$ cat src/pkg/serial_port_cfg.svh
// Timing and size constants for the converter serial port.
`ifndef SERIAL_PORT_CFG_SVH
`define SERIAL_PORT_CFG_SVH
// Clock period of the block clock in picoseconds.
`define CLK_PERIOD_PS 5000
// Self-clocked bit clock high time in nanoseconds (least).
`define SCLK_HIGH_NS 50
// Self-clocked bit clock low time in nanoseconds (least).
`define SCLK_LOW_NS 150
// Half periods in block clock cycles, rounded up.
`define SCLK_HIGH_CYC ((`SCLK_HIGH_NS * 1000 + `CLK_PERIOD_PS - 1) / `CLK_PERIOD_PS)
`define SCLK_LOW_CYC ((`SCLK_LOW_NS * 1000 + `CLK_PERIOD_PS - 1) / `CLK_PERIOD_PS)
// Default word length in bits.
`define WORD_BITS 24
`endif

$ cat src/pkg/serial_port_pkg.sv
// Types shared by the converter serial port.
package serial_port_pkg;
  // Frame strobes and register select as seen on the pins.
  typedef struct packed {
    logic receive_frame_strobe_n;
    logic transmit_frame_strobe_n;
    logic register_select;
  } frame_pins_type;
  // Register target of an access.
  typedef enum logic [1:0] {
    TGT_CONTROL = 2'h0,
    TGT_DATA_CAL = 2'h1,
    TGT_NONE = 2'h3
  } target_type;
  // Self-clocking sequencer states, Gray coded along the path.
  typedef enum logic [1:0] {
    ST_IDLE = 2'h0,
    ST_LOW = 2'h1,
    ST_HIGH = 2'h3,
    ST_DONE = 2'h2
  } sclk_state_type;
endpackage : serial_port_pkg

$ cat src/rtl/serial_port_clocking.sv
// Serial clock direction, activation and register select of the port.
`timescale 1ns/1ps
`include "serial_port_cfg.svh"
// Notes on behaviour
// - Self-clocking: device drives serial clock out.
// - Clock toggles only after a frame strobe falls.
// - Clock released when active strobe returns high.
// - Clock released after full word shifted.
// - External mode: serial clock pin is input.
// - Accept continuous or burst external clocks.
// - Select low targets control register.
// - Select high targets data or calibration.
module serial_port_clocking #(
  parameter int WORD_BITS = `WORD_BITS
) (
  input wire logic clk,
  input wire logic srst,
  input wire logic clock_mode,
  input wire serial_port_pkg::frame_pins_type frame_pins,
  input wire logic sclk_in,
  output logic sclk_out,
  output logic sclk_oe,
  output logic sclk_rise,
  output logic sclk_fall,
  output logic frame_active,
  output logic word_done,
  output serial_port_pkg::target_type access_target
);
  import serial_port_pkg::*;

  // The half-period counter is 8 bits wide, ample for both half periods.
  localparam int CW = 8;
  localparam logic [CW-1:0] HI_CYC = CW'(`SCLK_HIGH_CYC);
  localparam logic [CW-1:0] LO_CYC = CW'(`SCLK_LOW_CYC);
  localparam logic [5:0] LAST_BIT = 6'(WORD_BITS - 1);

  // Two-stage synchronisers for every pin input.
  logic [4:0] sync1_r;
  logic [4:0] sync2_r;
  // Previous synchronised external clock, for edge finding.
  logic ext_prev_r;
  // Sequencer state and its half-period counter.
  sclk_state_type state_r;
  logic [CW-1:0] cnt_r;
  // Bits shifted so far in this frame.
  logic [5:0] bit_r;
  // Word end seen inside the current frame.
  logic done_r;
  // Registered outputs.
  logic sclk_r;
  logic oe_r;
  logic rise_r;
  logic fall_r;
  target_type target_r;

  // Synchronised copies of the pins.
  logic mode_s;
  logic rfs_s;
  logic tfs_s;
  logic sel_s;
  logic ext_s;
  logic frame_s;
  logic ext_rise;
  logic ext_fall;

  // Pins pass two flip-flops before any logic reads them.
  always_ff @(posedge clk) begin
    if (srst) begin
      sync1_r <= 5'h1F;
      sync2_r <= 5'h1F;
    end else begin
      sync1_r <= {clock_mode, frame_pins.receive_frame_strobe_n,
                  frame_pins.transmit_frame_strobe_n,
                  frame_pins.register_select, sclk_in};
      sync2_r <= sync1_r;
    end
  end

  assign mode_s = sync2_r[4];
  assign rfs_s = sync2_r[3];
  assign tfs_s = sync2_r[2];
  assign sel_s = sync2_r[1];
  assign ext_s = sync2_r[0];
  // A frame is open while either strobe is low.
  assign frame_s = !rfs_s || !tfs_s;
  // External edges come from the second stage and a delayed copy only.
  assign ext_rise = ext_s && !ext_prev_r;
  assign ext_fall = !ext_s && ext_prev_r;

  // Remember the previous external clock level.
  always_ff @(posedge clk) begin
    if (srst) begin
      ext_prev_r <= 1'b1;
    end else begin
      ext_prev_r <= ext_s;
    end
  end

  // Self-clocking sequencer; idle outside frames and in external mode.
  always_ff @(posedge clk) begin
    if (srst) begin
      state_r <= ST_IDLE;
      cnt_r <= '0;
    end else if (!mode_s || !frame_s) begin
      // Strobe high or external mode: stop at once.
      state_r <= ST_IDLE;
      cnt_r <= '0;
    end else begin
      case (state_r)
        ST_IDLE: begin
          // Toggling starts only inside an open frame.
          if (!done_r) begin
            state_r <= ST_LOW;
            cnt_r <= LO_CYC - 8'h01;
          end
        end
        ST_LOW: begin
          if (cnt_r == '0) begin
            state_r <= ST_HIGH;
            cnt_r <= HI_CYC - 8'h01;
          end else begin
            cnt_r <= cnt_r - 8'h01;
          end
        end
        ST_HIGH: begin
          if (cnt_r != '0) begin
            cnt_r <= cnt_r - 8'h01;
          end else if (bit_r == LAST_BIT) begin
            // Whole word out: stop even with the strobe still low.
            state_r <= ST_DONE;
          end else begin
            state_r <= ST_LOW;
            cnt_r <= LO_CYC - 8'h01;
          end
        end
        ST_DONE: begin
          state_r <= ST_DONE;
        end
        default: begin
          state_r <= ST_IDLE;
        end
      endcase
    end
  end

  // Bit counter, fed by whichever clock is in charge.
  // Bursts of the external clock simply add up, so gaps are harmless.
  always_ff @(posedge clk) begin
    if (srst || !frame_s) begin
      bit_r <= '0;
      done_r <= 1'b0;
    end else if (mode_s) begin
      if (state_r == ST_HIGH && cnt_r == '0) begin
        if (bit_r == LAST_BIT) begin
          done_r <= 1'b1;
        end else begin
          bit_r <= bit_r + 6'h01;
        end
      end
    end else if (ext_rise && !done_r) begin
      if (bit_r == LAST_BIT) begin
        done_r <= 1'b1;
      end else begin
        bit_r <= bit_r + 6'h01;
      end
    end
  end

  // Pin driver: driven only while self-clocking inside a frame.
  always_ff @(posedge clk) begin
    if (srst) begin
      sclk_r <= 1'b1;
      oe_r <= 1'b0;
    end else begin
      // External mode never drives the pin.
      oe_r <= mode_s && frame_s && (state_r == ST_LOW ||
              state_r == ST_HIGH);
      sclk_r <= (state_r != ST_LOW);
    end
  end

  // Edge strobes for the shifter, from own clock or the host clock.
  always_ff @(posedge clk) begin
    if (srst) begin
      rise_r <= 1'b0;
      fall_r <= 1'b0;
    end else if (mode_s) begin
      // Both pulses lead the driven pin level by one cycle.
      rise_r <= (state_r == ST_LOW) && (cnt_r == '0) && frame_s;
      // A fall opens every low phase, not only the first of the word.
      fall_r <= frame_s && ((state_r == ST_IDLE && !done_r) ||
                (state_r == ST_HIGH && cnt_r == '0 && bit_r != LAST_BIT));
    end else begin
      rise_r <= ext_rise && frame_s && !done_r;
      fall_r <= ext_fall && frame_s && !done_r;
    end
  end

  // Register target follows the select pin every cycle during a frame.
  always_ff @(posedge clk) begin
    if (srst) begin
      target_r <= TGT_NONE;
    end else if (!frame_s) begin
      target_r <= TGT_NONE;
    end else if (sel_s) begin
      target_r <= TGT_DATA_CAL;
    end else begin
      target_r <= TGT_CONTROL;
    end
  end

  // Outputs come straight from flip-flops; the frame level is a plain OR
  // of two synchronised strobes, so it lags the pins by two cycles.
  assign sclk_out = sclk_r;
  assign sclk_oe = oe_r;
  assign sclk_rise = rise_r;
  assign sclk_fall = fall_r;
  assign frame_active = frame_s;
  assign word_done = done_r;
  assign access_target = target_r;
endmodule : serial_port_clocking

$ cat config.mk
export PLATFORM = sky130hd
export DESIGN_NAME = serial_port_clocking
export DESIGN_NICKNAME = d
export VERILOG_FILES = /design/src/pkg/serial_port_pkg.sv /design/src/rtl/serial_port_clocking.sv
export VERILOG_INCLUDE_DIRS = /design/src /design/src/pkg
export SDC_FILE = /design/constraint.sdc
export NUM_CORES = 1
export LEC_CHECK = 0
export BUFFER_PORTS_ARGS = -buffer_cell sky130_fd_sc_hd__buf_2
export CORE_MARGIN = 3
export CORE_UTILIZATION = 56
export DETAILED_ROUTE_END_ITERATION = 6
export HOLD_SLACK_MARGIN = 0.05
export PLACE_DENSITY_LB_ADDON = 0.08
export SLEW_MARGIN = 20
export SYNTH_ARGS = -nofsm -noshare
export SYNTH_HDL_FRONTEND = slang
export SYNTH_SLANG_ARGS = --single-unit
export TNS_END_PERCENT = 30
$ cat constraint.sdc
create_clock -name clk -period 2.7 [get_ports clk]
set_input_delay 0.135 -clock clk [delete_from_list [all_inputs] [get_ports clk]]
set_output_delay 0.135 -clock clk [all_outputs]
set_load 0.01 [all_outputs]
* After elaboration in Yosys (flattened, before gate mapping)
Cells that the tools add are included.
Storage, ports and cells: input bits 7, bits in registers 34
Operators by class: $add $sub $neg 2, reduce and logical (&&, ||, !) cells 37, bitwise logic cells 1, eq/ne operators 11, multiplexer cells 21
Operator list (number):
- $mux 8 | 4
- $mux 6 | 4
- $pmux 8 s3 | 1
- $logic_and 1x1->1 | 15
- $logic_not 8->1 | 1
- $mux 2 | 4
- $pmux 2 s4 | 1
- $reduce_bool 8->1 | 1
- $sub 8x1->8 const B | 1
- $logic_not 1->1 | 7
- $mux 1 | 7
- $add 6x1->6 const B | 1
- $eq 6x5->1 const B | 1
- $ne 2x2->1 const B | 3
- $ne 6x5->1 const B | 1
- $reduce_and 3->1 | 2
- $logic_or 1x1->1 | 5
- $eq 2x2->1 const B | 2
- $ne 2x1->1 const B | 2
- $reduce_or 2->1 | 2
- $ne 3x3->1 const B | 1
- $reduce_bool 3->1 | 1
- $eq 2x1->1 const B | 1
- $logic_not 2->1 | 1
- 3 further kinds | 3

* Depth between registers and ports, before layout
word-level depth 6, gate-level depth with buffers 7, depth with buffers taken out 6

* Least setup slack after synthesis
No wires, ideal clock.
path type reg-to-reg, start point register cnt_r[0], end point register cnt_r[2], period minus slack after synthesis 1967 ps, setup time 119 ps, arrival time 1849 ps, cell stages (with the launch flop) 8, path slack 733 ps, data required time 2581 ps, buffers on the path 1, cell sequence dfxtp_1 > inv_1 > ha_1 > or4b_1 > buf_2 > nor4_4 > nor2_1 > o221a_1
Between the ends: longest elaborated chain between the ends 3, elaborated cells between the ends (all ways) 8, classes of those cells add/sub (1); eq/ne (1); mux (3); reduce/logical (3)
RTL lines:
- start, declared | RTL line serial_port_clocking.sv:44 | logic [CW-1:0] cnt_r;
- start signal, assigned | RTL line serial_port_clocking.sv:114 | cnt_r <= LO_CYC - 8'h01;
- start signal, assigned | RTL line serial_port_clocking.sv:120 | cnt_r <= HI_CYC - 8'h01;
- start signal, assigned | RTL line serial_port_clocking.sv:122 | cnt_r <= cnt_r - 8'h01;
- $sub 8x1->8, or another cell as far along | RTL line serial_port_clocking.sv:122, serial_port_clocking.sv:127
- $mux 8, or another cell as far along | RTL line serial_port_clocking.sv:126 | if (cnt_r != '0) begin
- $pmux 8 s3 or $reduce_and 3->1 (tied branches)
Several ways; a longest one is shown, not always the timed one. A chain may end at the register's enable or synchronous reset.

* Final worst setup path
Ends and elaborated chain as after synthesis.

==> impl_summary.log <==
INFO  metric status = finished, final reports clean
INFO  metric use_met3 = between 5 and 6%
INFO  metric dp_slack = approximately 0.50 ns
INFO  metric whs_path_depth = 2
INFO  metric cp-end-kind = flip-flop
INFO  metric h-tree-depth = 2
INFO  metric worstReg2RegEnd = cnt_r[2]$_SDFFE_PP0P_
INFO  metric clock-skew-final = between 0.01 and 0.015 ns
INFO  metric final_design_utilization = between 60 and 70%
INFO  metric die-width = around 56 µm
INFO  metric critical_path_arrival = roughly 2.4 ns
INFO  metric antenna_cells = 0
INFO  metric period_share = between 80% and 90%
INFO  metric worst-path-max-fanout = 7
INFO  metric yosys.cell_count.top_type = sky130_fd_sc_hd__dfxtp_1
INFO  metric maxSlewViolCount = 0
INFO  metric fin_setup_tns = 0 ns
INFO  metric fmax = approximately 450 MHz
INFO  metric yosys.area.top_type_share = between 40 and 50%
INFO  metric finalHoldWorstSlack = 0.1360 ns
INFO  metric seq_area_frac_synth = between 40% and 50%
INFO  metric cts_setup_buffers = 0
INFO  metric slowest_stage = sky130_fd_sc_hd__or4b_1
INFO  metric clk_path_buf_depth = 2
INFO  metric area_grow_syn2layout = 14.18%
INFO  metric drt-wirelength-per-cell = about 14 µm
INFO  metric replace_congestion = between 0.8 and 0.9
INFO  metric most_congested_layer_reported_by_global_routing = met2
INFO  metric max_cap_viol_count = 0
INFO  metric cts_tree = built
INFO  metric rsz0062_at_grt = false
INFO  metric pin_count = 15
INFO  metric synth_simple_gate_area_share = 26.09%
INFO  metric synth.avg_cell_area = 9.363 µm²
INFO  metric grt_usage = between 20% and 30%
INFO  metric crit-reg2reg-launch = cnt_r[0]$_SDFFE_PP0P_
INFO  metric syn_area = 1376 µm²
INFO  metric clkLatencyLatePin = 0.32 ns
INFO  metric dominant_combinational_cell_family_by_area_after_synthesis = simple AND/OR/NAND/NOR gates
INFO  metric async_reset_ff_share = 0%
INFO  metric port_buffers = 14
INFO  metric drt_wl_total = approximately 2800 µm
INFO  metric drt_first_iter_violations = 47
INFO  metric worst_slack = 0.4954 ns
INFO  metric yosys_warnings = 0
INFO  metric timing.final.hold_violations = 0
INFO  metric synthesis.instances = roughly 150
INFO  metric synthesized_area_fraction_occupied_by_ao_oa_aoi_and_oai_cells = between 15 and 20%
INFO  metric synth-xor-area-share = less than 1%
INFO  metric finish.net_count = 180
INFO  metric coreArea = ~2300 µm²
INFO  metric critical_path_class = reg2reg
INFO  metric use_met1 = a little under a quarter
INFO  metric relSlewSlack = between 50 and 60%
INFO  metric number_of_nets_in_the_synthesized_netlist = roughly 160
INFO  metric synth-edff-count = 0
INFO  metric setup_violations = 0
INFO  metric synth.cells.most_frequent = sky130_fd_sc_hd__dfxtp_1 (34), sky130_fd_sc_hd__or2_2 (13), sky130_fd_sc_hd__a21oi_1 (12), sky130_fd_sc_hd__nor2_1 (11)
INFO  metric num_vias = ~1200
INFO  metric synthDistinctLibCells = 41
INFO  metric min_from = srst
INFO  metric total_cts_buffers = 5
INFO  metric drc = 0
INFO  metric floorplan.die.height = approximately 56 µm
INFO  metric grt_antenna_before_repair = 0
INFO  metric firstDrtPassIters = 4
INFO  metric dp_hpwl = roughly 2000 µm
INFO  metric route.antenna.remaining_nets = 0
INFO  metric grt_max_degree = 14
INFO  metric postSynth.topFlopCell = sky130_fd_sc_hd__dfxtp_1
INFO  metric grt_first_pass_wirelength = 4988 µm
INFO  metric root_buffer_cell = sky130_fd_sc_hd__clkbuf_4
INFO  metric worst-slew-pin-transition = roughly 0.64 ns
INFO  metric max_stage_delay = between 0.5 and 0.6 ns
INFO  metric yosys.area_share.adder = under 10%
INFO  metric final.min_clock_period = ~2.2 ns
INFO  metric post_synth_mux_area_share = less than 1%
INFO  metric globalRouteMet2Util = approximately a third
INFO  metric proportion_of_layout_cells_with_a_drive_suffix_above_1 = a little under a quarter
INFO  metric ir_drop = around 0.44 mV
INFO  metric setup.reg_to_reg.worst_slack = 0.50 ns
INFO  metric synth.ff_latch_count = 34
INFO  metric count_of_fill_cells_added_during_filler_insertion = approximately 190
INFO  metric power.density_cell_area = roughly 540 nW/µm²
INFO  metric cp_cell_sequence = inv_1 -> ha_1 -> or4b_1 -> nor4_4 -> nor2_1 -> o221a_1
INFO  metric clkSlewWorstSetupHoldPaths = 0.10 ns
INFO  metric num_rows = 17
INFO  metric routed_via_density = 5.925
INFO  metric netlist_top_cells_area = sky130_fd_sc_hd__dfxtp_1 (49%), sky130_fd_sc_hd__or2_2 (5.9%), sky130_fd_sc_hd__a21oi_1 (4.4%), sky130_fd_sc_hd__nor2_1 (3.0%), sky130_fd_sc_hd__nand3_1 (2.5%)
INFO  metric design_power_total = ~850 µW
INFO  metric cts_sink_count = 34
INFO  metric crit_required = ~2.9 ns
INFO  metric synth_top_area_cell = sky130_fd_sc_hd__dfxtp_1
INFO  metric start_util = 60.47%
INFO  metric first_global_vias = 1175
INFO  metric worst_r2r_path_depth = 6
INFO  metric static-leakage-power = approximately 0.0006 µW
INFO  metric holdCritPathClass = in2reg
INFO  metric critPathLaunchType = flip-flop
INFO  metric hold_end = ext_prev_r$_SDFF_PP1_
INFO  metric fp.dieArea = between 3000 and 4000 µm²
INFO  metric grt-ovfl-total = 0
[cells by family (layout without fill, tap and decap cells)]
family | Yosys count | after routing
simple gates | 60 | 60
compound gates | 39 | 39
flops | 34 | 34
buf+inv | 10 | 34
fa+ha+maj | 2 | 2
xor+xnor | 1 | 1
mux | 1 | 1
[report_power, final]
part	switching [µW]	internal, µW	total, µW
registers	8.82	515	524
clock network	156	98.2	254
logic	37.3	31.4	68.7
total	202	644	846
[state kept, by name, summed over array words and instances (netlist names), 2 cells and up]
signal and count:
sync1_r 5, cnt_r 8, state_r 2, access_target 2, bit_r 6, sync2_r 5
[worst max-delay path, delay by kind of cell (launching register included)]
family          cells  cell delay (ns)
compound gates      1             0.26
fa+ha+maj           1             0.21
buf+inv             1             0.10
flops               1             0.32
simple gates        3             1.20
[per-layer routing]
metal / wire length [µm] / up-vias
met3: 174 / 7
met1: 1198 / 553
li1: - / 585
met2: 1398 / 34
met4: 46 / 0
met5: 0 / -
[repair_timing]
| action | in CTS | in global routing |
|---|---|---|
| hold endpoints to repair | 5 | 0 |
| gates resized for setup | 0 | 0 |
| hold buffers | 5 | 0 |
[metrics by stage]
| step | area [µm²] | std cells |
|---|---|---|
| final | 1572 | 199 |
| after global routing | 1572 | 199 |
| after CTS | 1572 | 199 |
| after detailed placement | 1476 | 187 |
| after global placement | 1476 | 187 |
| after floorplan | 1376 | 147 |
[cell usage in the layout, fill, tap and decap left out, types with 2 or more instances in the layout]
| cell | instances |
|---|---|
| sky130_fd_sc_hd__a211oi_1 | 4 |
| sky130_fd_sc_hd__a21oi_1 | 12 |
| sky130_fd_sc_hd__a31oi_1 | 3 |
| sky130_fd_sc_hd__and3_1 | 2 |
| sky130_fd_sc_hd__buf_2 | 14 |
| sky130_fd_sc_hd__clkbuf_1 | 2 |
| sky130_fd_sc_hd__clkbuf_4 | 5 |
| sky130_fd_sc_hd__clkinv_1 | 2 |
| sky130_fd_sc_hd__dfxtp_1 | 34 |
| sky130_fd_sc_hd__dlygate4sd3_1 | 5 |
| sky130_fd_sc_hd__ha_1 | 2 |
| sky130_fd_sc_hd__inv_1 | 5 |
| sky130_fd_sc_hd__nand2_1 | 7 |
| sky130_fd_sc_hd__nand2b_1 | 2 |
| sky130_fd_sc_hd__nand3_1 | 7 |
| sky130_fd_sc_hd__nor2_1 | 11 |
| sky130_fd_sc_hd__nor3_1 | 4 |
| sky130_fd_sc_hd__o21a_1 | 2 |
| sky130_fd_sc_hd__o21ai_0 | 5 |
| sky130_fd_sc_hd__o21ai_1 | 2 |
| sky130_fd_sc_hd__o31ai_1 | 3 |
| sky130_fd_sc_hd__or2_2 | 13 |
| sky130_fd_sc_hd__or3_1 | 3 |
| sky130_fd_sc_hd__or4_1 | 2 |
[how the worst max path moves through the flow]
stage	start	endpoint	slack, ns	depth (start not counted)
detailed placement	cnt_r[0]$_SDFFE_PP0P_	cnt_r[2]$_SDFFE_PP0P_	0.50	6
floorplan	cnt_r[0]$_SDFFE_PP0P_	cnt_r[2]$_SDFFE_PP0P_	0.73	7
finish	cnt_r[0]$_SDFFE_PP0P_	cnt_r[2]$_SDFFE_PP0P_	0.50	6
CTS	cnt_r[0]$_SDFFE_PP0P_	cnt_r[2]$_SDFFE_PP0P_	0.49	6
global route	cnt_r[0]$_SDFFE_PP0P_	cnt_r[2]$_SDFFE_PP0P_	0.34	6
global placement	cnt_r[0]$_SDFFE_PP0P_	cnt_r[2]$_SDFFE_PP0P_	0.62	6
[cell type report]
class | count | area (µm²) | area share [%]
clock buffers | 7 | 45.04 | 2.866
repair buffers | 20 | 127.6 | 8.121
multi-input cells | 103 | 656.9 | 41.80
flip-flops and latches | 34 | 680.7 | 43.31
well taps | 28 | 35.03 | 2.229
inverters | 7 | 26.28 | 1.672
No activity file was read; power rests on OpenSTA's default activity.
